==> config.mk <==
export PLATFORM = sky130hd
export DESIGN_NAME = ldur_level_ctrl
export DESIGN_NICKNAME = d
export VERILOG_FILES = /design/src/design/ldur_pkg.sv /design/src/design/ldur_spi_if.sv /design/src/design/ldur_level_ctrl.sv /design/src/design/ldur_spi_front.sv
export SDC_FILE = /design/constraint.sdc
export NUM_CORES = 2
export LEC_CHECK = 0
export BUFFER_PORTS_ARGS = -buffer_cell sky130_fd_sc_hd__buf_2
export CAP_MARGIN = 0
export CELL_PAD_IN_SITES_DETAIL_PLACEMENT = 0
export CELL_PAD_IN_SITES_GLOBAL_PLACEMENT = 1
export CORE_AREA = 2 2 423 425
export DETAILED_ROUTE_END_ITERATION = 6
export DIE_AREA = 0 0 425 427
export PLACE_DENSITY = 0.77
export SLEW_MARGIN = 0
export SYNTH_ARGS = -nofsm -noshare
export SYNTH_HDL_FRONTEND = slang
export SYNTH_SLANG_ARGS = --single-unit
==> constraint.sdc <==
create_clock -name i_clk -period 21.6 [get_ports i_clk]
set_clock_uncertainty 0.05 [all_clocks]
set_input_delay 6.48 -clock i_clk [delete_from_list [all_inputs] [get_ports i_clk]]
set_output_delay 6.48 -clock i_clk [all_outputs]
set_load 0.1 [all_outputs]
==> src/design/ldur_pkg.sv <==
`default_nettype none
package ldur_pkg;
  // serial word layout
  localparam int DATA_W     = 16;
  localparam int ADDR_W     = 5;
  localparam int FRAME_BITS = 24;
  localparam int HDR_BITS   = 8;
  localparam int CNT_W      = 5;
  localparam int RW_POS     = 23;
  localparam int CH1_POS    = 22;
  localparam int CH0_POS    = 21;
  localparam int ADDR_MSB   = 20;
  localparam int ADDR_LSB   = 16;
  localparam int HDR_CH1    = 6;
  localparam int HDR_CH0    = 5;
  // banks and converter slots
  localparam int NUM_BANKS  = 2;
  localparam int SLOTS      = 16;
  localparam int NUM_CTRL   = 5;
  // register addresses
  localparam logic [ADDR_W-1:0] DAC_ADDR_LAST  = 5'h0F;
  localparam logic [ADDR_W-1:0] ADDR_OVH       = 5'h0C;
  localparam logic [ADDR_W-1:0] ADDR_LVL_CTRL  = 5'h11;
  localparam logic [ADDR_W-1:0] ADDR_SPI_CTRL  = 5'h12;
  localparam logic [ADDR_W-1:0] ADDR_GAIN      = 5'h14;
  localparam logic [ADDR_W-1:0] ADDR_OFFSET    = 5'h15;
  localparam logic [ADDR_W-1:0] ADDR_VHH       = 5'h18;
  localparam logic [ADDR_W-1:0] ADDR_PIN       = 5'h19;
  localparam logic [ADDR_W-1:0] ADDR_PMU       = 5'h1A;
  localparam logic [ADDR_W-1:0] ADDR_CMP       = 5'h1C;
  localparam logic [ADDR_W-1:0] ADDR_ALARM_CFG = 5'h1D;
  localparam logic [ADDR_W-1:0] ADDR_ALARM     = 5'h1E;
  localparam logic [ADDR_W-1:0] ADDR_EDGE      = 5'h1F;
  // field positions
  localparam int CORR_EN_BIT   = 0;
  localparam int MODE_BIT      = 1;
  localparam int APPLY_BIT     = 2;
  localparam int SOFT_RST_BIT  = 0;
  localparam int PIN_EN_BIT    = 0;
  localparam int PMU_EN_BIT    = 0;
  localparam int SYS_PMU_BIT   = 1;
  localparam int STAT_BUSY_BIT = 0;
  localparam int STAT_DG_BIT   = 1;
  localparam int STAT_GND_BIT  = 2;
  // reset values
  localparam logic [DATA_W-1:0] CTRL_RST      = 16'h0000;
  localparam logic [DATA_W-1:0] GAIN_RST      = 16'hFFFF;
  localparam logic [DATA_W-1:0] OFFSET_RST    = 16'h8000;
  localparam logic [DATA_W-1:0] CODE_MID      = 16'h8000;
  localparam logic [DATA_W-1:0] DEFAULT_CODE  = 16'h4000;
  localparam logic [DATA_W-1:0] ALARM_CFG_RST = 16'h0000;
  localparam logic [7:0]        THERM_THRESH_C = 8'h64;
  // thermal enabled at bit 0, measure-unit and overvolt alarms off at bits 1 and 2
  localparam logic [DATA_W-1:0] ALARM_CFG_AFTER = {THERM_THRESH_C, 8'h01};
  // timing
  localparam logic [6:0] RST_CLK_EDGES      = 7'h40;
  localparam logic [2:0] UPDATE_DELAY_EDGES = 3'h4;
  localparam int CLK_PERIOD_NS = 10;
  localparam int DEGLITCH_NS   = 3000;
  localparam int DEGLITCH_CYC  = DEGLITCH_NS / CLK_PERIOD_NS;
endpackage : ldur_pkg
`default_nettype wire

==> src/design/ldur_spi_if.sv <==
`timescale 1ns/100ps
`default_nettype none
interface ldur_spi_if;
  import ldur_pkg::*;
  logic                  sclk_rise;
  logic                  frame_done;
  logic [FRAME_BITS-1:0] frame;
  logic [HDR_BITS-1:0]   hdr;
  logic [DATA_W-1:0]     rd_data;
  modport front (output sclk_rise, output frame_done, output frame, output hdr, input rd_data);
  modport core  (input sclk_rise, input frame_done, input frame, input hdr, output rd_data);
endinterface : ldur_spi_if
`default_nettype wire

==> src/design/ldur_level_ctrl.sv <==
`timescale 1ns/100ps
`default_nettype none
module ldur_level_ctrl
  import ldur_pkg::*;
(
  input  wire logic                               i_clk,
  input  wire logic                               i_sys_rst,
  input  wire logic                               i_chip_reset_n,
  input  wire logic                               i_sclk,
  input  wire logic                               i_cs_n,
  input  wire logic                               i_mosi,
  output var  logic                               o_miso,
  output var  logic                               o_busy_n_out,
  output var  logic                               o_busy_n_oe,
  output var  logic [NUM_BANKS*SLOTS*DATA_W-1:0]  o_level_code,
  output var  logic                               o_levels_grounded,
  output var  logic                               o_test_pins_grounded,
  output var  logic [NUM_BANKS-1:0]               o_pin_elec_active,
  output var  logic [NUM_BANKS-1:0]               o_pmu_active,
  output var  logic                               o_sys_pmu_closed,
  output var  logic [DATA_W-1:0]                  o_alarm_cfg,
  output var  logic                               o_deglitch_active
);
  localparam int DG_W = $clog2(DEGLITCH_CYC + 1);
  localparam logic [DG_W-1:0] DG_LOAD  = DG_W'(DEGLITCH_CYC);
  localparam logic [DG_W-1:0] DG_ONE   = DG_W'(1);
  localparam logic [2:0]      NO_CTRL  = 3'h7;
  localparam logic [2:0]      CTRL_PIN = 3'h1;
  localparam logic [2:0]      CTRL_PMU = 3'h2;
  localparam int              OVH_SLOT = int'(ADDR_OVH);

  typedef enum logic [1:0] {RS_IDLE, RS_ARM, RS_HOLD, RS_CLOCKED} ldur_rst_e;

  typedef struct packed {
    logic                                       pin_s1;
    logic                                       pin_s2;
    ldur_rst_e                                  rst;
    logic [6:0]                                 rst_cnt;
    logic [NUM_BANKS-1:0][NUM_CTRL-1:0][DATA_W-1:0] ctrl;
    logic [NUM_BANKS-1:0]                       mode;
    logic                                       corr_en;
    logic [DATA_W-1:0]                          gain;
    logic [DATA_W-1:0]                          offset;
    logic [DATA_W-1:0]                          alarm_cfg;
    logic [NUM_BANKS-1:0][SLOTS-1:0][DATA_W-1:0] queued;
    logic [NUM_BANKS-1:0][SLOTS-1:0][DATA_W-1:0] level;
    logic [NUM_BANKS-1:0]                       upd_banks;
    logic [2:0]                                 upd_cnt;
    logic [NUM_BANKS-1:0]                       dg_banks;
    logic [DG_W-1:0]                            dg_cnt;
    logic                                       dg_run;
    logic                                       busy;
    logic                                       force_gnd;
    logic [NUM_BANKS-1:0]                       pin_act;
    logic [NUM_BANKS-1:0]                       pmu_act;
    logic                                       sys_pmu;
  } ldur_core_s;

  ldur_core_s st;
  ldur_core_s n;

  ldur_spi_if bus ();

  ldur_spi_front u_front (
    .i_clk     (i_clk),
    .i_sys_rst (i_sys_rst),
    .i_sclk    (i_sclk),
    .i_cs_n    (i_cs_n),
    .i_mosi    (i_mosi),
    .o_miso    (o_miso),
    .bus       (bus.front)
  );

  function automatic logic [2:0] ctrl_idx(input logic [ADDR_W-1:0] a);
    case (a)
      ADDR_VHH:  ctrl_idx = 3'h0;
      ADDR_PIN:  ctrl_idx = CTRL_PIN;
      ADDR_PMU:  ctrl_idx = CTRL_PMU;
      ADDR_CMP:  ctrl_idx = 3'h3;
      ADDR_EDGE: ctrl_idx = 3'h4;
      default:   ctrl_idx = NO_CTRL;
    endcase
  endfunction : ctrl_idx

  function automatic logic [DATA_W-1:0] corr_code(input logic [DATA_W-1:0] x,
                                                  input logic [DATA_W-1:0] m,
                                                  input logic [DATA_W-1:0] c);
    logic [2*DATA_W:0] prod;
    prod      = (33'({1'b0, m}) + 33'h000000001) * 33'(x);
    corr_code = prod[2*DATA_W-1:DATA_W] + c - CODE_MID;
  endfunction : corr_code

  logic                 rw;
  logic                 wr;
  logic [1:0]           chs;
  logic [ADDR_W-1:0]    addr;
  logic [DATA_W-1:0]    wdata;
  logic [2:0]           ci;
  logic [NUM_BANKS-1:0] upd_req;
  logic                 trig;
  logic [NUM_BANKS-1:0] trig_banks;
  logic                 enter_hold;
  logic                 rd_ch;
  logic [ADDR_W-1:0]    rd_addr;
  logic [2:0]           rd_ci;

  always_comb begin
    n          = st;
    upd_req    = '0;
    trig       = 1'b0;
    trig_banks = '0;
    rw         = bus.frame[RW_POS];
    chs        = {bus.frame[CH1_POS], bus.frame[CH0_POS]};
    addr       = bus.frame[ADDR_MSB:ADDR_LSB];
    wdata      = bus.frame[DATA_W-1:0];
    ci         = ctrl_idx(addr);
    n.pin_s1   = i_chip_reset_n;
    n.pin_s2   = st.pin_s1;
    wr         = bus.frame_done && !rw && (st.rst == RS_IDLE) && st.pin_s2;
    // converter data writes
    if (wr && addr <= DAC_ADDR_LAST) begin
      for (int b = 0; b < NUM_BANKS; b++) begin
        if (chs[b]) begin
          n.queued[b][addr[3:0]] = st.corr_en ? corr_code(wdata, st.gain, st.offset) : wdata;
          // overvolt-high on channel 0 belongs to bank 1
          if (!st.mode[(b == 0 && addr == ADDR_OVH) ? 1 : b]) begin
            upd_req[(b == 0 && addr == ADDR_OVH) ? 1 : b] = 1'b1;
          end
        end
      end
    end
    // converter control: mode per bank, apply strobe, chip-wide correction
    if (wr && addr == ADDR_LVL_CTRL) begin
      for (int b = 0; b < NUM_BANKS; b++) begin
        if (chs[b]) begin
          n.mode[b] = wdata[MODE_BIT];
          if (wdata[APPLY_BIT] && st.mode[b]) begin
            upd_req[b] = 1'b1;
          end
        end
      end
      if (chs[0]) begin
        n.corr_en = wdata[CORR_EN_BIT];
      end
    end
    if (wr && chs[0] && addr == ADDR_GAIN) begin
      n.gain = wdata;
    end
    if (wr && chs[0] && addr == ADDR_OFFSET) begin
      n.offset = wdata;
    end
    if (wr && chs[0] && addr == ADDR_ALARM_CFG) begin
      n.alarm_cfg = wdata;
    end
    if (wr && ci != NO_CTRL) begin
      for (int b = 0; b < NUM_BANKS; b++) begin
        if (chs[b] && (b == 0 || addr != ADDR_VHH)) begin
          n.ctrl[b][ci] = wdata;
        end
      end
    end
    if (wr && chs[0] && addr == ADDR_SPI_CTRL && wdata[SOFT_RST_BIT]) begin
      n.rst = RS_ARM;
    end
    // update start after four sclk edges
    if (upd_req != '0) begin
      n.upd_banks = st.upd_banks | upd_req;
      n.upd_cnt   = '0;
    end else if (st.upd_banks != '0 && bus.sclk_rise) begin
      if (st.upd_cnt == UPDATE_DELAY_EDGES - 3'h1) begin
        trig        = 1'b1;
        trig_banks  = st.upd_banks;
        n.upd_banks = '0;
        n.upd_cnt   = '0;
      end else begin
        n.upd_cnt = st.upd_cnt + 3'h1;
      end
    end
    // shared deglitch timer
    if (st.dg_run) begin
      if (st.dg_cnt == DG_ONE) begin
        for (int b = 0; b < NUM_BANKS; b++) begin
          for (int s = 0; s < SLOTS; s++) begin
            if (st.dg_banks[b] && !(b == 0 && s == OVH_SLOT)) begin
              n.level[b][s] = st.queued[b][s];
            end
          end
        end
        if (st.dg_banks[1]) begin
          n.level[0][OVH_SLOT] = st.queued[0][OVH_SLOT];
        end
        n.dg_run    = 1'b0;
        n.dg_banks  = '0;
        n.force_gnd = 1'b0;
      end else begin
        n.dg_cnt = st.dg_cnt - DG_ONE;
      end
    end
    if (trig) begin
      n.dg_run   = 1'b1;
      n.dg_cnt   = DG_LOAD;
      n.dg_banks = n.dg_banks | trig_banks;
    end
    // reset sequence
    enter_hold = !st.pin_s2 || (st.rst == RS_ARM && bus.sclk_rise);
    case (st.rst)
      RS_IDLE: begin
        n.rst_cnt = '0;
      end
      RS_ARM: begin
        n.rst_cnt = '0;
      end
      RS_HOLD: begin
        if (st.pin_s2 && bus.sclk_rise) begin
          n.rst       = RS_CLOCKED;
          n.rst_cnt   = 7'h01;
          n.queued    = {(NUM_BANKS*SLOTS){DEFAULT_CODE}};
          n.alarm_cfg = ALARM_CFG_AFTER;
        end
      end
      RS_CLOCKED: begin
        if (bus.sclk_rise) begin
          if (st.rst_cnt == RST_CLK_EDGES - 7'h01) begin
            n.rst      = RS_IDLE;
            n.dg_run   = 1'b1;
            n.dg_cnt   = DG_LOAD;
            n.dg_banks = '1;
          end else begin
            n.rst_cnt = st.rst_cnt + 7'h01;
          end
        end
      end
      default: begin
        n.rst = RS_HOLD;
      end
    endcase
    if (enter_hold) begin
      n.rst       = RS_HOLD;
      n.rst_cnt   = '0;
      n.ctrl      = {(NUM_BANKS*NUM_CTRL){CTRL_RST}};
      n.mode      = '0;
      n.corr_en   = 1'b0;
      n.gain      = GAIN_RST;
      n.offset    = OFFSET_RST;
      n.alarm_cfg = ALARM_CFG_RST;
      n.upd_banks = '0;
      n.upd_cnt   = '0;
      n.dg_run    = 1'b0;
      n.dg_banks  = '0;
      n.force_gnd = 1'b1;
    end
    n.busy = (n.rst != RS_IDLE) || (n.upd_banks != '0);
    for (int b = 0; b < NUM_BANKS; b++) begin
      n.pin_act[b] = !n.force_gnd && n.ctrl[b][CTRL_PIN][PIN_EN_BIT];
      n.pmu_act[b] = !n.force_gnd && n.ctrl[b][CTRL_PMU][PMU_EN_BIT];
    end
    n.sys_pmu = !n.force_gnd && n.ctrl[0][CTRL_PMU][SYS_PMU_BIT];
  end

  // read data for the serial front end
  always_comb begin
    rd_ch       = bus.hdr[HDR_CH1] && !bus.hdr[HDR_CH0];
    rd_addr     = bus.hdr[ADDR_W-1:0];
    rd_ci       = ctrl_idx(rd_addr);
    bus.rd_data = '0;
    if (rd_addr <= DAC_ADDR_LAST) begin
      bus.rd_data = st.queued[rd_ch][rd_addr[3:0]];
    end else if (rd_addr == ADDR_LVL_CTRL) begin
      bus.rd_data[MODE_BIT]    = st.mode[rd_ch];
      bus.rd_data[CORR_EN_BIT] = !rd_ch && st.corr_en;
    end else if (rd_addr == ADDR_GAIN && !rd_ch) begin
      bus.rd_data = st.gain;
    end else if (rd_addr == ADDR_OFFSET && !rd_ch) begin
      bus.rd_data = st.offset;
    end else if (rd_addr == ADDR_ALARM_CFG && !rd_ch) begin
      bus.rd_data = st.alarm_cfg;
    end else if (rd_addr == ADDR_ALARM) begin
      bus.rd_data[STAT_BUSY_BIT] = st.busy;
      bus.rd_data[STAT_DG_BIT]   = st.dg_run;
      bus.rd_data[STAT_GND_BIT]  = st.force_gnd;
    end else if (rd_ci != NO_CTRL && (!rd_ch || rd_addr != ADDR_VHH)) begin
      bus.rd_data = st.ctrl[rd_ch][rd_ci];
    end
  end

  always_ff @(posedge i_clk) begin
    if (i_sys_rst) begin
      st <= '0;
    end else begin
      st <= n;
    end
  end

  assign o_busy_n_out         = 1'b0;
  assign o_busy_n_oe          = st.busy;
  assign o_level_code         = st.level;
  assign o_levels_grounded    = st.force_gnd;
  assign o_test_pins_grounded = st.force_gnd;
  assign o_pin_elec_active    = st.pin_act;
  assign o_pmu_active         = st.pmu_act;
  assign o_sys_pmu_closed     = st.sys_pmu;
  assign o_alarm_cfg          = st.alarm_cfg;
  assign o_deglitch_active    = st.dg_run;
endmodule : ldur_level_ctrl
`default_nettype wire

==> src/design/ldur_spi_front.sv <==
`timescale 1ns/100ps
`default_nettype none
module ldur_spi_front
  import ldur_pkg::*;
(
  input  wire logic      i_clk,
  input  wire logic      i_sys_rst,
  input  wire logic      i_sclk,
  input  wire logic      i_cs_n,
  input  wire logic      i_mosi,
  output var  logic      o_miso,
  ldur_spi_if.front      bus
);
  localparam logic [CNT_W-1:0] CNT_MAX   = 5'h1F;
  localparam logic [CNT_W-1:0] CNT_HDR   = CNT_W'(HDR_BITS - 1);
  localparam logic [CNT_W-1:0] CNT_FRAME = CNT_W'(FRAME_BITS);

  typedef struct packed {
    logic                  sclk_s1;
    logic                  sclk_s2;
    logic                  sclk_d;
    logic                  cs_s1;
    logic                  cs_s2;
    logic                  cs_d;
    logic                  mosi_s1;
    logic                  mosi_s2;
    logic [FRAME_BITS-1:0] sh;
    logic [CNT_W-1:0]      cnt;
    logic [DATA_W-1:0]     out_sh;
    logic                  miso;
    logic                  rise;
    logic                  done;
    logic                  hdr_done;
    logic                  load;
  } ldur_front_s;

  ldur_front_s st;
  ldur_front_s n;

  always_comb begin
    n          = st;
    n.rise     = 1'b0;
    n.done     = 1'b0;
    n.hdr_done = 1'b0;
    n.load     = st.hdr_done;
    n.sclk_s1  = i_sclk;
    n.sclk_s2  = st.sclk_s1;
    n.sclk_d   = st.sclk_s2;
    n.cs_s1    = i_cs_n;
    n.cs_s2    = st.cs_s1;
    n.cs_d     = st.cs_s2;
    n.mosi_s1  = i_mosi;
    n.mosi_s2  = st.mosi_s1;
    // frame start
    if (st.cs_d && !st.cs_s2) begin
      n.cnt = '0;
    end
    // rising sclk: sample data, msb first
    if (st.sclk_s2 && !st.sclk_d) begin
      n.rise = 1'b1;
      if (!st.cs_s2) begin
        n.sh = {st.sh[FRAME_BITS-2:0], st.mosi_s2};
        if (st.cnt != CNT_MAX) begin
          n.cnt = st.cnt + 5'h01;
        end
        if (st.cnt == CNT_HDR) begin
          n.hdr_done = 1'b1;
        end
      end
    end
    // falling sclk: shift read data out
    if (!st.sclk_s2 && st.sclk_d && !st.cs_s2) begin
      n.miso   = st.out_sh[DATA_W-1];
      n.out_sh = {st.out_sh[DATA_W-2:0], 1'b0};
    end
    if (st.load) begin
      n.out_sh = bus.rd_data;
    end
    // frame end on chip-select release, full words only
    if (!st.cs_d && st.cs_s2 && st.cnt == CNT_FRAME) begin
      n.done = 1'b1;
    end
  end

  always_ff @(posedge i_clk) begin
    if (i_sys_rst) begin
      st <= '0;
    end else begin
      st <= n;
    end
  end

  assign o_miso         = st.miso;
  assign bus.sclk_rise  = st.rise;
  assign bus.frame_done = st.done;
  assign bus.frame      = st.sh;
  assign bus.hdr        = st.sh[HDR_BITS-1:0];
endmodule : ldur_spi_front
`default_nettype wire

* Word-level counts from Yosys, hierarchy flattened
Index checks and enable logic that the tools add are counted.
** Storage, ports and cells
- Bits in registers :: 1328
- Word-level logic and storage cells :: 345
- Latch bits :: 0
- Memories kept :: 0
- Memory bits (writable) :: 0
- Output and inout port bits :: 539
- Bits of input ports :: 6
- Memory bits (read-only) :: 0
** Operators by class
- Reductions and logical operators :: 70
- Eq/ne operators :: 37
- $add $sub $neg :: 7
- Multiplexer cells :: 100
- Bitwise operators :: 4
- Multiply operators :: 1
- Shift operators :: 0
- Div/mod/pow operators :: 0
- Magnitude comparators :: 11
** Operator list (count)
- $mux W528 :: 2
- $mux W256 :: 4
- $bwmux W256 :: 2
- $mux W512 :: 1
- $mux W80 :: 4
- $mux W16 :: 14
- $mux W220 :: 1
- $bwmux W80 :: 2
- $mux W160 :: 1
- $eq A5 B5 Y1 const B :: 21
- $bmux W16 S4 :: 1
- $demux W16 S4 :: 1
- $mux W12 :: 5
- $bmux W16 S3 :: 1
- $demux W16 S3 :: 1
- $logic_and A1 B1 Y1 :: 38
- $mul A17 B16 Y32 :: 1
- $mux W5 :: 6
- $pmux W3 S5 :: 2
- $mux W9 :: 3
- $mux W1 :: 26
- $mux W2 :: 12
- $pmux W7 S3 :: 1
- $add A16 B1 Y17 const B :: 1
- other kinds (41) :: 79

* Logic depth before layout (Yosys ltp)
- Depth after elaboration :: 24
- Gate-level depth with buffers :: 42
- Depth with buffers taken out :: 40

* By module
Synthesis repeated with hierarchy kept, for this count alone.
** Unflattened totals
- Cells, all modules :: 7483
- Area, all modules :: 65290.1 µm²
** By module, submodules not included
- ldur_level_ctrl :: seq. area each 25424.4 µm², instances 1, area an instance 62864.0 µm², cells an instance 7210
- ldur_spi_front :: seq. area each 1161.1 µm², instances 1, area an instance 2426.1 µm², cells an instance 273

* Worst setup path after synthesis
OpenSTA, ideal clock, no wires.
- Path type :: reg2reg
- From :: reg st[1082] (netlist name)
- To :: reg st[599] (netlist name)
- Setup slack :: 12456 ps
- Buffers on the path :: 2
- Period minus slack after synthesis :: 9144 ps
- Library setup time :: 132 ps
- Stages on the path, launching flop included :: 43
- Required time :: 21418 ps
- Arrival time :: 8961 ps
- Cells stage by stage :: dfxtp_1 and3_1 and3_1 and2_1 nand2_1 xnor2_1 clkbuf_1 nand2_1 fa_1 inv_1 fa_1 inv_1 fa_1 inv_1 fa_1 fa_1 inv_1 fa_1 (+7 left out) a21boi_0 o21a_1 o21a_1 nor2_1 xnor2_1 ha_1 ha_1 o21a_1 o31ai_4 a211oi_2 o31a_1 o21ai_1 nand2_1 o41a_2 a21o_2 buf_6 nand4_1 a21oi_1
** Between the ends
- Longest elaborated chain between the ends :: 10
** Ends and longest elaborated chain
- from (decl) :: RTL line ldur_level_ctrl.sv:59 : ldur_core_s st;
- from (signal assigned) :: RTL line ldur_level_ctrl.sv:290 : st <= n;
- $add A16 B1 Y17 (*) :: RTL line ldur_level_ctrl.sv:89 : prod = (33'({1'b0, m}) + 33'h000000001) * 33'(x);
- $mul A17 B16 Y32 (*) :: RTL line ldur_level_ctrl.sv:89
- $add A16 B16 Y16 (*) :: RTL line ldur_level_ctrl.sv:90 : corr_code = prod[2*DATA_W-1:DATA_W] + c - CODE_MID;
- $sub A16 B16 Y16 (*) :: RTL line ldur_level_ctrl.sv:90
- $mux W16 (*) :: RTL line ldur_level_ctrl.sv:124 : n.queued[b][addr[3:0]] = st.corr_en ? corr_code(wdata, st.gain, st.offset) : wdata;
- $bwmux W256 (*) :: RTL line ldur_level_ctrl.sv:124
- $mux W256 (*) :: RTL line ldur_level_ctrl.sv:123 : if (chs[b]) begin
- $mux W512 (*) :: RTL line ldur_level_ctrl.sv:121 : if (wr && addr <= DAC_ADDR_LAST) begin
- $mux W528 :: RTL line ldur_level_ctrl.sv:214 : if (st.pin_s2 && bus.sclk_rise) begin
- $mux W528 (*) :: RTL line ldur_level_ctrl.sv:206 : case (st.rst)
Every way passes the cells marked *; elsewhere a longest branch is shown, timed or not.
A chain may end at the register's enable or synchronous reset.

* Worst setup path after layout
- From :: reg st[1080] (netlist name)
- To :: reg st[839] (netlist name)
Same word-level chain as after synthesis.

==> metrics.md <==
| Metric | Value |
|---|---|
| Critical path type | `flip-flop to flip-flop` |
| Skew-Pair Late Insertion Delay | `0.82 ns` |
| FF-to-FF path depth | `37` |
| Highest-delay cell along the critical path | `dfxtp_1` |
| Least-Margin Pin Slew | `approximately 1.2 ns` |
| Mean cell area of the mapped netlist | `8.72 µm²` |
| CP Depth | `37` |
| FFs w/ async S/R, synth | `0%` |
| Via-per-instance ratio | `5.47` |
| Vias in the first global route | `49,945` |
| Longest Clk Path Bufs | `3` |
| Sequential area share after synthesis | `40.8%` |
| Max-slew violations | `0` |
| Post-DP HPWL | `169,000 µm` |
| Hold Buf Count CTS | `0` |
| Post-Syn Area | `65,200 µm²` |
| Area grow syn2layout | `8.63%` |
| TritonRoute pass-1 iters | `6` |
| CP delay by family, top | `adder cells` |
| Grt ovf | `0` |
| Launching element type of the critical path | `flip-flop` |
| I/O pin count | `approximately 550` |
| CTS tree | `built` |
| Max-slew headroom | `18.6%` |
| Post-CTS Setup Inserts | `0` |
| Max-cap violations | `0` |
| Syn Nets | `7,831` |
| Leak pwr | `0.0262 µW` |
| RSZ-0062 raised after global routing | `false` |
| Synth Register Bits | `~1,300` |
| Die X | `approximately 430 µm` |
| Synth top area share | `40.8%` |
| Crit path required time | `22.16 ns` |
| Gate Count Post-Synth | `7,483` |
| Clk slew on worst S/H paths | `~0.070 ns` |
| CTS H-tree lvls | `4` |
| Row count | `155` |
| GRT Util Overall | `25.8%` |
| Average wire per standard cell | `around 25 µm` |
| Worst Hold Depth | `1` |
| Starting density of the core | `36.8%` |
| First-pass GRT wire length | `348,000 µm` |
| WL final | `240,000 µm` |
| Crit path buf inv count | `4` |
| Vias | `52,708` |
| ANT nets after route | `0` |
| Crit path arrival time | `approximately 12 ns` |
| Largest net degree at the start of global routing | `155` |
| DIE HEIGHT | `427 µm` |
| Core ar. | `177,000 µm²` |
| P per Cell Area | `72.6 nW/µm²` |
| Final Hold Vio Count | `0` |
| Cell accounting for the most synthesized area | `dfxtp_1` |
| Root buf cell | `clkbuf_16` |
| Setup TNS | `0 ns` |
| Outcome | `finished clean` |
| Initial antenna violation count | `14` |
| Ys flop type | `dfxtp_1` |
| Hold crit path type | `flip-flop to flip-flop` |
| Remaining DRCs | `0` |
| Fmax | `90.4 MHz` |
| Crit path time final | `11.06 ns` |
| Peak supply drop | `70.6 µV` |
| Final setup fails | `0` |
| Hold_ws | `between 0.3 and 0.4 ns` |
| First DRT Iteration DRCs | `5,822` |
| Share of post-route cells with drive strength above 1 | `16.3%` |
| Clk sink count | `1,328` |
| Critical path capture point type | `flip-flop` |
| Top-count cell post-synth | `nand2_1` |
| Commonest cells post-synth | `1,654 x nand2_1, 1,328 x dfxtp_1, 815 x a21oi_1, 581 x nor2_1, 548 x buf_4` |
| Total CTS buffers | `approximately 140` |
| Max Fanout on Critical Path | `32` |
| Max incr delay on CP | `0.82 ns` |
| Synth area leaders | `dfxtp_1 41%, nand2_1 9.5%, mux4_2 6.6%, fa_1 6.4%, buf_4 6.3%` |
| Warnings, synthesis | `0` |
| Post-layout util | `40.0%` |
| Post-CTS Resized | `0` |
| Nets@finish | `7,510` |
| EDFF count, synth | `0` |
| Critical Path Most Common Cell | `fa_1` |
| Tcrit/Tclk final | `51.2%` |
| Post-synth cell types | `70` |
| Die area | `around 180,000 µm²` |
| I/O Buffers | `~540` |
| Routability congestion estimate | `between 0.9 and 1` |
## cell families (layout without fill, tap and decap cells)
kind of cell / after synthesis / count (layout) / synth area share [%]
AO/OA/AOI/OAI: 1459 / 1459 / 13.5
XOR/XNOR: 53 / 53 / 0.712
adder cells (fa/ha/maj): 342 / 342 / 8.94
buffers and inverters: 1384 / 1182 / 11.4
flip-flops: 1328 / 1328 / 40.8
multiplexers: 304 / 304 / 8.31
other: 1 / 7 / 0.00575
AND/OR/NAND/NOR: 2612 / 2612 / 16.4
## cell usage in the layout (no fill, tap or decap), drive strengths merged, types with 8 or more instances in the layout
master,n
dfxtp,1328
nor3,68
nor2b,36
and3,16
fa,207
a31oi,26
buf,665
nand2b,28
a21oi,815
xor2,17
or2,8
nand3,29
a21o,9
ha,135
mux4,190
nor2,581
nand2,1655
o22ai,29
a211oi,453
o21ai,66
bufinv,10
clkbuf,212
inv,261
and2,133
nand4,40
mux2i,113
a221o,12
clkinv,32
xnor2,36
## final timing paths
path	slack [ns]	to	start
max	10.54	st[839]	st[1080]
min	0.38	u_front.n[55]	u_front.n[56]
max reg2reg	10.54	st[839]	st[1080]
min reg2reg	0.38	u_front.n[55]	u_front.n[56]
## through the flow
stage	instances	worst slack (ns)	instance area (µm²)	total power, µW
after floorplan	7483	12.46	65200	2570
after global placement	9371	11.01	65800	2590
after detailed placement	9371	10.69	65800	2590
after CTS	9636	10.68	70800	5180
after global routing	9636	9.86	70800	5280
final	9642	10.54	70800	5140
## where the power goes
part | internal, µW | switching [µW]
logic | 13.1 | 67.3
registers | 2450 | 6.13
clock network | 1510 | 1100
## area by class of cell
cell class              instances  area [µm²]
fillers                     17587      106000
repair buffers                665        3670
inverters                     252         946
diodes                          6        15.0
flip-flops and latches       1328       26600
clock inverters                53         793
clock buffers                 212        4250
multi-input cells            4771       31600
well taps                    2355        2950
## metal layers
layer	wire length (µm)	share of wire, %	global-route usage (%)
met2	109000	45	40.3
met3	18400	7.6	4.90
met5	101	0.042	0.0529
met4	17100	7.1	16.2
met1	95700	40	32.8
Note: power is estimated with default switching activity, not from simulation.
